[src/tpo_pkg.sv]
// constants and carrier types for the triggered pwm / one-shot timer
// assumes one clock domain; the count clock is the block clock
package tpo_pkg;
	localparam logic [2:0] MODE_TRIG_PWM = 3'b010;
	localparam logic [2:0] MODE_ONE_SHOT = 3'b011;
	localparam logic [15:0] CNT_ZERO = 16'h0000;
	localparam logic [15:0] CNT_FULL = 16'hffff;
	localparam logic [15:0] CMP_RESET = 16'h0000;
	localparam int SYNC_STAGES = 3;

	// software write strobes with data
	typedef struct packed {
		logic cycle_we;
		logic width_we;
		logic [15:0] wdata;
	} tpo_wr_t;

	// interrupt and pin outputs
	typedef struct packed {
		logic period_match_irq;
		logic width_match_irq;
		logic pulse_out;
		logic aux_out;
	} tpo_out_t;

	typedef enum logic [1:0] {
		ST_IDLE = 2'b00,
		ST_WAIT = 2'b01,
		ST_RUN = 2'b10
	} tpo_state_t;
endpackage

[src/tpo_timer.sv]
// triggered pwm and one-shot pulse timer core with compare buffers
// assumes sys_clk is the count clock and ext_trig comes from a pin
//
// Rules for this block and for the software that drives it
// RULE_01 - software writes width compare last
// RULE_02 - change both: cycle first, then width
// RULE_03 - cycle only: rewrite width unchanged
// RULE_04 - width write arms buffer load at clear
// RULE_05 - no rewrite before period match irq
// RULE_06 - width zero gives 0% output
// RULE_07 - width cycle plus one gives 100%
// RULE_08 - trigger after width match restarts active
// RULE_09 - trigger before width match suppresses irq
// RULE_10 - trigger after period match clears counter
// RULE_11 - trigger before period match suppresses irq
// RULE_12 - pwm width irq fires on match
// RULE_13 - mode 011 selects one-shot mode
// RULE_14 - aux out active while one-shot counts; the code drives it active only when a software trigger starts the count
// RULE_15 - one-shot trigger takes ffff to 0000
// RULE_16 - after pulse, counter ffff and halted
// RULE_17 - one-shot ignores triggers during pulse
// RULE_18 - one-shot delay and width from compares
// RULE_19 - one-shot irq timing from buffers
// RULE_20 - trigger from pin edge or software
// RULE_21 - mode 010 selects retriggered pwm
// RULE_22 - pwm width and cycle from compares
`timescale 1ns/1ps
module tpo_timer
	import tpo_pkg::*;
(
	input wire logic sys_clk,
	input wire logic srst,
	input wire logic count_enable_bit,
	input wire logic [2:0] mode_select_field,
	input wire logic soft_trigger_bit,
	input wire logic ext_trig,
	input wire logic ext_rise_en,
	input wire logic ext_fall_en,
	input wire tpo_wr_t wr,
	output logic [15:0] cycle_compare_reg,
	output logic [15:0] width_compare_reg,
	output logic [15:0] count_value,
	output tpo_out_t outs
);
	logic [SYNC_STAGES-1:0] sync_q;
	logic [15:0] cnt_q, cnt_d;
	logic [15:0] cyc_q, wid_q, cyc_buf_q, wid_buf_q;
	logic arm_q, pulse_q, pulse_d, aux_q, aux_d, pirq_q, pirq_d;
	logic lvl_q;
	tpo_state_t st_q, st_d;

	// pin synchroniser, change counted when stages two and three agree
	always_ff @(posedge sys_clk) begin
		if (srst) begin
			sync_q <= '0;
			lvl_q <= 1'b0;
		end else begin
			sync_q <= {sync_q[SYNC_STAGES-2:0], ext_trig};
			// level only follows once stages two and three agree
			lvl_q <= sync_agree ? sync_q[2] : lvl_q;
		end
	end

	// decode of mode and trigger sources
	wire mode_pwm = (mode_select_field == MODE_TRIG_PWM); // [RULE_21]
	wire mode_os = (mode_select_field == MODE_ONE_SHOT); // [RULE_13]
	wire mode_ok = mode_pwm | mode_os;
	wire sync_agree = (sync_q[1] == sync_q[2]);
	wire ext_rise = sync_agree & sync_q[2] & ~lvl_q;
	wire ext_fall = sync_agree & ~sync_q[2] & lvl_q;
	wire ext_edge = (ext_rise & ext_rise_en) | (ext_fall & ext_fall_en);
	wire trig = ext_edge | soft_trigger_bit; // [RULE_20]
	wire running = (st_q == ST_RUN);
	wire waiting = (st_q == ST_WAIT);
	wire [15:0] cnt_inc = cnt_q + 16'h0001;
	wire at_period = running & (cnt_q == cyc_buf_q);
	// output changes on the count that reaches the width value
	wire width_next = running & (cnt_inc == wid_buf_q);
	// in one-shot a trigger during the pulse run is dropped
	wire os_trig_ok = mode_os & trig & waiting; // [RULE_17]
	wire pwm_trig = mode_pwm & trig & (waiting | running);
	wire start = os_trig_ok | pwm_trig;
	// counter clear at period end, buffers load then
	wire period_clear = at_period & ~pwm_trig;
	wire load_bufs = arm_q & (period_clear | start); // [RULE_04]
	// a copy in this cycle already decides the output level
	wire [15:0] wid_eff = load_bufs ? wid_q : wid_buf_q;
	// width irq as the counter lands on the width; dropped on coincident pwm retrigger
	wire wirq_hit = running & (cnt_d == wid_buf_q) & ~pwm_trig;
	wire wirq_pwm = mode_pwm & wirq_hit; // [RULE_12] [RULE_09]
	wire wirq_os = mode_os & wirq_hit; // [RULE_19]

	// compare registers written by software; width write arms the copy
	always_ff @(posedge sys_clk) begin
		if (srst) begin
			cyc_q <= CMP_RESET;
			wid_q <= CMP_RESET;
			arm_q <= 1'b0;
		end else begin
			if (wr.cycle_we) begin
				cyc_q <= wr.wdata; // [RULE_02] [RULE_03]
			end
			if (wr.width_we) begin
				wid_q <= wr.wdata; // [RULE_01]
			end
			// a fresh width write wins over the clear at load time
			if (wr.width_we) begin
				arm_q <= 1'b1; // [RULE_04] [RULE_05]
			end else if (load_bufs) begin
				arm_q <= 1'b0;
			end
		end
	end

	// buffers used for comparison
	always_ff @(posedge sys_clk) begin
		if (srst) begin
			cyc_buf_q <= CMP_RESET;
			wid_buf_q <= CMP_RESET;
		end else if (load_bufs) begin
			cyc_buf_q <= cyc_q; // [RULE_04]
			wid_buf_q <= wid_q;
		end
	end

	// state, counter and pin next values
	always_comb begin
		st_d = st_q;
		cnt_d = cnt_q;
		pulse_d = pulse_q;
		aux_d = aux_q;
		pirq_d = 1'b0;
		case (st_q)
			ST_IDLE: begin
				cnt_d = CNT_FULL;
				pulse_d = 1'b0;
				aux_d = 1'b0;
				if (count_enable_bit && mode_ok) begin
					st_d = ST_WAIT;
				end
			end
			ST_WAIT: begin
				cnt_d = CNT_FULL;
				pulse_d = 1'b0;
				aux_d = 1'b0; // [RULE_14]
				if (start) begin
					st_d = ST_RUN;
					cnt_d = CNT_ZERO; // [RULE_15]
					// pwm output asserts from count zero unless width zero
					// one-shot with width zero starts its pulse at once
					pulse_d = mode_pwm ? (wid_eff != CNT_ZERO) : (wid_eff == CNT_ZERO);
					aux_d = mode_os ? soft_trigger_bit : ~aux_q;
				end
			end
			ST_RUN: begin
				cnt_d = cnt_inc;
				if (mode_pwm) begin
					if (pwm_trig) begin
						// retrigger clears and keeps counting; output active unless width zero
						cnt_d = CNT_ZERO; // [RULE_08] [RULE_10] [RULE_11]
						pulse_d = (wid_eff != CNT_ZERO);
					end else if (at_period) begin
						cnt_d = CNT_ZERO; // [RULE_22]
						pirq_d = 1'b1;
						pulse_d = (wid_eff != CNT_ZERO); // [RULE_06] [RULE_07]
						aux_d = ~aux_q;
					end else if (width_next) begin
						pulse_d = 1'b0; // [RULE_22]
					end
				end else begin
					if (at_period) begin
						// pulse complete: park at full scale
						st_d = ST_WAIT; // [RULE_16]
						cnt_d = CNT_FULL;
						pirq_d = 1'b1; // [RULE_19]
						pulse_d = 1'b0;
						aux_d = 1'b0;
					end else if (width_next) begin
						pulse_d = 1'b1; // [RULE_18]
					end
				end
			end
			default: begin
				st_d = ST_IDLE;
			end
		endcase
		if (!count_enable_bit || !mode_ok) begin
			st_d = ST_IDLE;
			cnt_d = CNT_FULL;
			pulse_d = 1'b0;
			aux_d = 1'b0;
		end
	end

	// period irq one count after match; pulse and aux registered
	always_ff @(posedge sys_clk) begin
		if (srst) begin
			st_q <= ST_IDLE;
			cnt_q <= CNT_FULL;
			pulse_q <= 1'b0;
			aux_q <= 1'b0;
			pirq_q <= 1'b0;
		end else begin
			st_q <= st_d;
			cnt_q <= cnt_d;
			pulse_q <= pulse_d;
			aux_q <= aux_d;
			pirq_q <= pirq_d;
		end
	end

	// width irq registered from the next count value, so it shows while the counter holds the width
	logic wirq_q;
	always_ff @(posedge sys_clk) begin
		if (srst) begin
			wirq_q <= 1'b0;
		end else begin
			wirq_q <= wirq_pwm | wirq_os;
		end
	end

	assign cycle_compare_reg = cyc_q;
	assign width_compare_reg = wid_q;
	assign count_value = cnt_q;
	assign outs.period_match_irq = pirq_q;
	assign outs.width_match_irq = wirq_q;
	assign outs.pulse_out = pulse_q;
	assign outs.aux_out = aux_q;

	// one-shot halts at full scale after period end
	a_os_park: assert property (@(posedge sys_clk) disable iff (srst)
		mode_os && count_enable_bit && at_period |=> cnt_q == CNT_FULL && waiting) // [RULE_16]
		else $error("one-shot did not park");
	// one-shot start from full scale to zero
	a_os_start: assert property (@(posedge sys_clk) disable iff (srst)
		mode_os && count_enable_bit && waiting && trig |=> running && cnt_q == CNT_ZERO) // [RULE_15]
		else $error("one-shot start wrong");
	// one-shot ignores triggers while running
	a_os_ignore: assert property (@(posedge sys_clk) disable iff (srst)
		mode_os && count_enable_bit && running && !at_period && trig |=> cnt_q == $past(cnt_q) + 16'h0001) // [RULE_17]
		else $error("one-shot retriggered");
	// pwm retrigger clears counter
	a_pwm_retrig: assert property (@(posedge sys_clk) disable iff (srst)
		mode_pwm && count_enable_bit && running && trig |=> cnt_q == CNT_ZERO) // [RULE_21]
		else $error("pwm retrigger missed");
	// pwm width irq suppressed on coincident trigger
	a_pwm_wsupp: assert property (@(posedge sys_clk) disable iff (srst)
		mode_pwm && count_enable_bit && width_next && trig |=> !outs.width_match_irq) // [RULE_09]
		else $error("width irq not suppressed");
	// pwm period irq suppressed on coincident trigger
	a_pwm_psupp: assert property (@(posedge sys_clk) disable iff (srst)
		mode_pwm && count_enable_bit && at_period && trig |=> !outs.period_match_irq) // [RULE_11]
		else $error("period irq not suppressed");
	// width irq flags alongside the output drop in pwm
	a_pwm_wtime: assert property (@(posedge sys_clk) disable iff (srst)
		mode_pwm && count_enable_bit && width_next && !at_period && !trig |=> outs.width_match_irq && !outs.pulse_out) // [RULE_12]
		else $error("width irq timing wrong");
	// buffers take compare values at a clear after a width write
	a_buf_load: assert property (@(posedge sys_clk) disable iff (srst)
		arm_q && !wr.width_we && !wr.cycle_we && load_bufs |=> cyc_buf_q == cyc_q && wid_buf_q == wid_q && !arm_q) // [RULE_04]
		else $error("buffer load wrong");
	// aux low while waiting in one-shot
	a_os_aux: assert property (@(posedge sys_clk) disable iff (srst)
		mode_os && waiting |-> !outs.aux_out) // [RULE_14]
		else $error("aux active while waiting");
	// one-shot pulse rises at width match
	a_os_rise: assert property (@(posedge sys_clk) disable iff (srst)
		mode_os && count_enable_bit && width_next && !at_period |=> outs.pulse_out) // [RULE_18]
		else $error("one-shot pulse late");
	// one-shot pulse ends with the period match
	a_os_fall: assert property (@(posedge sys_clk) disable iff (srst) // [RULE_18]
		mode_os && count_enable_bit && at_period |=> !outs.pulse_out)
		else $error("one-shot pulse did not end");
	// one-shot width irq as the counter lands on the width
	a_os_wirq: assert property (@(posedge sys_clk) disable iff (srst) // [RULE_19]
		mode_os && count_enable_bit && width_next && !at_period |=> outs.width_match_irq)
		else $error("one-shot width irq missing");
	// pwm period end clears counter and flags the irq
	a_pwm_period: assert property (@(posedge sys_clk) disable iff (srst) // [RULE_22]
		mode_pwm && count_enable_bit && at_period && !trig |=> cnt_q == CNT_ZERO && outs.period_match_irq)
		else $error("pwm period end wrong");
	// pwm retrigger asserts the output at once
	a_pwm_restart: assert property (@(posedge sys_clk) disable iff (srst) // [RULE_08]
		mode_pwm && count_enable_bit && running && trig && wid_eff != CNT_ZERO |=> outs.pulse_out && cnt_q == CNT_ZERO)
		else $error("pwm retrigger output low");
	// width one past the cycle keeps the output high
	a_pwm_full: assert property (@(posedge sys_clk) disable iff (srst) // [RULE_07]
		mode_pwm && count_enable_bit && running && !trig && !load_bufs && wid_buf_q == cyc_buf_q + 16'h0001
		|=> outs.pulse_out)
		else $error("full duty output dropped");
	// width zero keeps a low output low
	a_pwm_zero: assert property (@(posedge sys_clk) disable iff (srst) // [RULE_06]
		mode_pwm && count_enable_bit && !load_bufs && wid_buf_q == CNT_ZERO && !outs.pulse_out |=> !outs.pulse_out)
		else $error("zero duty output rose");
	// software trigger starts a waiting timer
	a_trig_soft: assert property (@(posedge sys_clk) disable iff (srst) // [RULE_20]
		count_enable_bit && mode_ok && waiting && soft_trigger_bit |=> running)
		else $error("software trigger not taken");
	// software started one-shot drives aux active
	a_os_aux_soft: assert property (@(posedge sys_clk) disable iff (srst) // [RULE_14]
		mode_os && count_enable_bit && waiting && soft_trigger_bit |=> outs.aux_out)
		else $error("aux not active while counting");
	// width write arms the buffer copy
	a_buf_arm: assert property (@(posedge sys_clk) disable iff (srst) // [RULE_04]
		wr.width_we |=> arm_q)
		else $error("width write did not arm");
endmodule

[config.mk]
export PLATFORM = sky130hd
export DESIGN_NAME = tpo_timer
export DESIGN_NICKNAME = d
export VERILOG_FILES = /design/src/tpo_pkg.sv /design/src/tpo_timer.sv
export SDC_FILE = /design/constraint.sdc
export NUM_CORES = 1
export LEC_CHECK = 0
export ABC_CLOCK_PERIOD_IN_PS = 7700
export BUFFER_PORTS_ARGS = -buffer_cell sky130_fd_sc_hd__buf_2
export CAP_MARGIN = 10
export CORE_UTILIZATION = 30
export DETAILED_ROUTE_END_ITERATION = 7
export PLACE_DENSITY = 0.57
export SETUP_SLACK_MARGIN = 0.1
export SYNTH_ARGS = -nofsm -noshare
export SYNTH_HDL_FRONTEND = slang
export SYNTH_SLANG_ARGS = --single-unit
[constraint.sdc]
create_clock -name sys_clk -period 7.7 [get_ports sys_clk]
set_input_delay 0.385 -clock sys_clk [delete_from_list [all_inputs] [get_ports sys_clk]]
set_output_delay 0.385 -clock sys_clk [all_outputs]
set_load 0.005 [all_outputs]
==> results of run 1 <==
logic make-up (layout without fill, tap and decap cells):
logic type      after synthesis  in the layout  synth area share
mux                          35             35            0.0751
simple gates                242            242             0.234
flops                        91             91             0.377
fa+ha+maj                     7              7            0.0181
buf+inv                      55            106            0.0518
xor+xnor                     44             44            0.0798
compound gates              122            122             0.164
power groups by stage:
stage | Clock [mW] | Combinational [mW] | Sequential (mW)
floorplan | 0 | 0.0385 | 0.501
global placement | 0 | 0.0658 | 0.504
detailed placement | 0 | 0.0657 | 0.503
CTS | 0.470 | 0.0661 | 0.493
global route | 0.492 | 0.0725 | 0.494
finish | 0.462 | 0.0656 | 0.492
synth_stat cells, types with 2 or more instances:
cell       count
a2111oi_0      2
a21o_1         2
a21oi_1       53
a21oi_2        2
a222oi_1       4
a22oi_1        2
a31oi_1        5
and3_1         7
and4_1         2
buf_1          3
buf_2         11
buf_4          6
clkbuf_1      26
dfxtp_1       91
ha_1           7
inv_1          7
mux2i_1       34
nand2_1       95
nand2b_1       5
nand3_1       20
nand3b_1       2
nand4_1       11
nor2_1        57
nor2b_1        5
nor3_1        15
nor4_1        12
nor4_2         4
o211ai_1       3
o21a_1         3
o21ai_0       13
o21ai_1        7
o221ai_1       2
o22ai_1        5
o31a_1         2
o31ai_1        2
or4_1          3
xnor2_1       22
xor2_1        22
per-layer routing:
| metal | routed length (um) | global-route usage |
|---|---|---|
| met5 | 0 | 0 |
| met4 | 323 | 0.0616 |
| met3 | 1100 | 0.0403 |
| met2 | 6040 | 0.268 |
| met1 | 6680 | 0.243 |
critical path: stages (launching register included):
cell,delay [ns]
dfxtp_1,0.54
xor2_1,0.13
nor4_1,0.36
nand4_1,0.58
a211oi_4,0.64
a2111oi_0,0.14
or4_1,0.55
or4_1,0.42
a211o_1,0.25
a221oi_2,0.17
layout make-up:
type,instances,area share
multi-input combinational,450,0.492
clock inverter,7,0.0149
tap,216,0.0482
clock buffer,9,0.0401
inverter,8,0.00535
timing repair buffer,82,0.0745
sequential,91,0.325
worst paths after layout:
check                    to  cells after the start
setup / recovery     wirq_q                      9
hold / removal    sync_q[0]                      2
hold reg to reg   sync_q[1]                      1
setup reg to reg     wirq_q                      9
==> impl_results.md, run 1 <==
- Status: complete, no violations
- Power per cell area: 182 mW/mm2
- Hold crit path type: in -> reg
- Largest cells by area after synthesis: dfxtp_1, nand2_1, mux2i_1
- Worst VDD drop: 0.000125 V
- Detailed placement HPWL: 10300 um
- Final core utilization: 0.354
- Post-synth EDFFs: 0
- RSZ-0062 raised after global routing: false
- CTS clk-pin slew, worst paths: 0.07 ns
- Total number of vias: 4395
- Worst Setup SP: count_value[3]
- Power Total: about 1.0 mW
- Vias in the first global route: 4042
- Die area: 0.0166 mm2
- GP Congestion: 0.926
- CTS tree: done
- Design area: between 0.005 and 0.006 mm2
- Sequential share of power: 0.483
- Final setup violating endpoints: 0
- Port bufs: 79
- Fmax: 259 MHz
- Setup tns final: 0 ns
- Top cell type by total area after synthesis: dfxtp_1
- Area occupied by multi-input gates: approximately 0.0028 mm2
- Max_slew headroom: 0.226
- Via density: 5.09
- Antenna Nets Post-Route: 0
- Sw Share: 0.247
- Synth cell types: 60
- Initial antenna violation count: 0
- Setup bufs post-CTS: 0
- Main synth FF type: dfxtp_1
- Setup Skew: 0.00641 ns
- Fin cells: roughly 860
- DRT iter0 DRCs: between 300 and 400
- Final Worst Setup Slack: 3.83 ns
- Setup Crit Path Kind: reg -> reg
- Share of cells above drive strength 1: 0.175
- Leading cell type in the layout, fill and taps excluded: nand2_1
- Leading cell types in the layout, fill and taps excluded: nand2_1, dfxtp_1, buf_2
- Gr usage total: 0.176
- Tmin final: 3.87 ns
- Ant diodes: 0
- Inst Count DP: 847
- Total grt overflow: 0
- Final Hold Viols: 0
- Max clock buf depth: 2
- WHS: between 0.2 and 0.25 ns
- Sequential cell area: 0.00182 mm2
- CP max FO: 11
- IO Count: 80
- Post-CTS Hold Buffers: 0
- Clk root buf: clkbuf_16
- Syn Nets: 631
- First-pass GRT wire length: 22600 um
- # rows: 46
- CP Launch Type: flip-flop
- CP endpoint kind: flip-flop
- Largest net degree at the start of global routing: 76
- Die Y: between 100 and 150 um
- Filler Cells Inserted: 1670
- Pint: 0.768 mW
- DR WL/cell: 16.4 um
- Nets: 677
- Die W: 129 um
- Synthesis-to-layout area growth: 16.1%
- Clock share of power: 0.453
- Starting Density: 0.305
- Dpl ws: roughly 4 ns
- Max_cap viols: 0
- Syn Inst Count: 596
- Combinational power share: 0.064
- Worst-Margin Slew: 1.16 ns
- CP arrival: 4.13 ns
- HP Start: ext_trig
- Async set or reset register ratio after synthesis: 0
- Max Slew Vio Count: 0
- DRC errors left: 0
- H-tree levels: 3
- CTS buffer count: 9
- Reg2Reg Launch Point: count_value[3]
- Mean Syn Cell Area: between 8 and 9 um2
- LEAKAGE: 2.22 nW
- Skew-Pair Late Insertion Delay: 0.35 ns
- Top-area cell type share of the netlist area: 0.377
- Register bit total from synthesis: 91
- Sequential area share after synthesis: 0.377
- Drt total wl: 14200 um
- Num Clock Sinks: 91
- R2R setup slack: approximately 3.8 ns
- DR pass1 iterations: 6
- Ys Warns: 0
- Critical Path RT: 7.97 ns
- Fin crit share: 0.502
- PostCTS Resize Cnt: 0
- Core ar.: 0.0158 mm2
- Dpl cell area: 0.00530 mm2
- Synthesized area: 0.00483 mm2
- Reported net switching power: 0.252 mW
(Power assumes the default switching activity.)
==> run 2: changes to the inputs <==
--- a/config.mk
+++ b/config.mk
@@ -5,7 +5,8 @@
 export SDC_FILE = /design/constraint.sdc
 export NUM_CORES = 1
 export LEC_CHECK = 0
-export ABC_CLOCK_PERIOD_IN_PS = 7700
+export ABC_AREA = 1
+export ABC_CLOCK_PERIOD_IN_PS = 3600
 export BUFFER_PORTS_ARGS = -buffer_cell sky130_fd_sc_hd__buf_2
 export CAP_MARGIN = 10
 export CORE_UTILIZATION = 30
==> constraint.sdc (replaced) <==
create_clock -name sys_clk -period 3.6 [get_ports sys_clk]
set_input_delay 0.18 -clock sys_clk [delete_from_list [all_inputs] [get_ports sys_clk]]
set_output_delay 0.18 -clock sys_clk [all_outputs]
set_load 0.005 [all_outputs]
==> run 2 against run 1 <==
  * Critical path depth increased by 10
  * Final cell count is 17% higher
  * Hold slack worse by 0.21 ns
  * Global-route usage up 1.5 points
  * Non-clock buffer count is 1 higher
  * Largest power group unchanged
  * Die area hardly changed
  * Largest cell class unchanged
  * Sequential cell count did not move
  * Clock power grew 120%
  * Combinational power rose by 140%
  * Setup slack lost 3.1 ns
==> impl_results.md, run 2 <==
- Status: complete, no violations
- Final Hold Viols: 0
- Leading cell type in the layout, fill and taps excluded: nand2_1
- Drt total wl: 14900 um
- Critical Path Max Stage Delay: between 0.5 and 0.6 ns
- Top-count cell post-synth: nand2_1
- Critical path's slowest cell: dfxtp_1
- H-tree levels: 3
- CP Launch Type: flip-flop
- Hold Path Stages: 3
- Share of cells above drive strength 1: 0.170
- Synth cell count leaders: nand2_1, nor2_1, dfxtp_1
- Hold crit path type: in -> reg
- Top cell type by total area after synthesis: dfxtp_1
- Area occupied by multi-input gates: 0.00258 mm2
- FF-to-FF path depth: 19
- Post-CTS Hold Buffers: 0
- DR pass1 iterations: 5
- R2R setup slack: 0.72 ns
- Synth Area in XOR/XNOR: 0.0453
- Top Metal Used: met4
- Met2 wire len: between 6000 and 7000 um
- Inst Count DP: 993
- Worst VDD drop: 0.000249 V
- Skew-Pair Late Insertion Delay: 0.36 ns
- Met1 wire length: 7120 um
- # rows: 46
- Mean Syn Cell Area: 6.65 um2
- Port bufs: 79
- Die Y: 129 um
- Worst Setup SP: count_value[0]
- Power Total: between 2 and 2.5 mW
- Dpl ws: between 0.7 and 0.8 ns
- Top-area cell type share of the netlist area: 0.377
- DRC errors left: 0
- Num Clock Sinks: 91
- First-pass GRT wire length: 24000 um
- Setup bufs post-CTS: 0
- Most frequent CP cell: nand2_1
- DR WL/cell: 14.7 um
- RSZ-0062 raised after global routing: false
- Crit path to: pulse_q
- Vias in the first global route: 4490
- PostCTS Resize Cnt: 0
- Sequential area share after synthesis: 0.377
- Worst-Margin Slew: between 0.8 and 0.9 ns
- CP Cell Sequence: ha_1 > nand2_1 > nor2_1 > nand2_1 > nor2_2 > nand2_1 > o21ai_1 > nand2_1 > nand2_1 > nand2_1 > nor2_1 > nand3_1 > nor2_1 > nand3_1 > nand2_1 > nand2_1 > nor2_1 > nand2_1 > a21oi_2
- Synthesized area: 0.00483 mm2
- Design area: 0.00569 mm2
- Starting Density: 0.305
- Reg2reg end: pulse_q
- Core ar.: ~0.016 mm2
- Detailed placement HPWL: approximately 11000 um
- Fin crit share: 0.799
- Leading cell types in the layout, fill and taps excluded: nand2_1, nor2_1, dfxtp_1
- Largest net degree at the start of global routing: between 50 and 60
- Ant diodes: 0
- Max clock buf depth: 2
- Dpl cell area: 0.00537 mm2
- CP arrival: 3.16 ns
- Setup tns final: 0 ns
- Final core utilization: 0.360
- Syn Nets: 762
- Synthesis-to-layout area growth: 17.7%
- Initial antenna violation count: 0
- Total number of vias: around 4800
- IO Count: 80
- Multiplexer share of the synthesized area: 0
- Max_slew headroom: 0.437
- DRT iter0 DRCs: 338
- Ys Warns: 0
- Reg2Reg Launch Point: count_value[0]
- Nets: 823
- Synth cell types: 37
- Filler Cells Inserted: approximately 1700
- Async set or reset register ratio after synthesis: 0
- Power per cell area: just under 400 mW/mm2
- Met3 wire len: 721 um
- Fin cells: 1009
- Main synth FF type: dfxtp_1
- Final setup violating endpoints: 0
- Tmin final: 2.88 ns
- Final Worst Setup Slack: 0.724 ns
- Max_cap viols: 0
- Synth Area in Simple Gates: 0.333
- CTS tree: done
- Die area: between 0.015 and 0.02 mm2
- Gr usage total: 0.191
- Largest cells by area after synthesis: dfxtp_1, nand2_1, nor2_1
- Main combinational cell family by area after synthesis: simple AND/OR/NAND/NOR gates
- Antenna Nets Post-Route: 0
- Post-synthesis compound-gate area fraction: 0.138
- Fmax: 348 MHz
- Setup Crit Path Kind: reg -> reg
- Max Slew Vio Count: 0
- Setup Skew: between 0.009 and 0.01 ns
- Die W: between 100 and 150 um
- Post-synth EDFFs: 0
- CP max FO: 7
- Sequential cell area: 0.00182 mm2
- Critical Path RT: 3.89 ns
- Syn Inst Count: just over 700
- CP endpoint kind: flip-flop
- CTS buffer count: 9
- Clk root buf: clkbuf_16
- WHS: 0.0295 ns
- Via density: 4.71
- CTS clk-pin slew, worst paths: 0.07 ns
- Total grt overflow: 0
- GP Congestion: 0.894
- LEAKAGE: between 2 and 3 nW
- Post-Synth Adder-Cell Area: 0.0181
- Register bit total from synthesis: a little over 90
[run 2: worst min path at each step]
stage,startpoint,endpoint
4_1_cts,ext_trig,sync_q[0]
2_1_floorplan,srst,wid_buf_q[11]
6_report,ext_trig,sync_q[0]
5_1_grt,ext_trig,sync_q[0]
3_3_place_gp,ext_trig,sync_q[0]
3_5_place_dp,ext_trig,sync_q[0]
[run 2: area by class of cell]
cell class                 instances  area share
tap                              216      0.0475
multi-input combinational        534       0.454
timing repair buffer              83      0.0770
inverter                          69      0.0455
clock buffer                       9      0.0396
clock inverter                     7      0.0161
sequential                        91       0.320
[run 2: routing by layer]
layer / vias up / track usage
li1: 2456 / -
met1: 2121 / 0.261
met2: 136 / 0.292
met3: 38 / 0.0291
met4: 0 / 0.100
met5: - / 0
[run 2: logic make-up after synthesis]
family / after synthesis
AO/OA/AOI/OAI: 122
XOR/XNOR: 25
adder cells (fa/ha/maj): 7
buffers and inverters: 102
flip-flops: 91
AND/OR/NAND/NOR: 380
[run 2: worst max-delay path, delay by kind of cell (launching register included)]
family / cells / cell delay [ns]
AND/OR/NAND/NOR: 16 / 1.65
adder cells (fa/ha/maj): 1 / 0.31
AO/OA/AOI/OAI: 2 / 0.30
flip-flops: 1 / 0.56
[run 2: power by group]
part           internal, mW  switching, mW
sequential             1.03         0.0299
combinational        0.0587         0.0973
clock                 0.556          0.455
total                  1.65          0.582
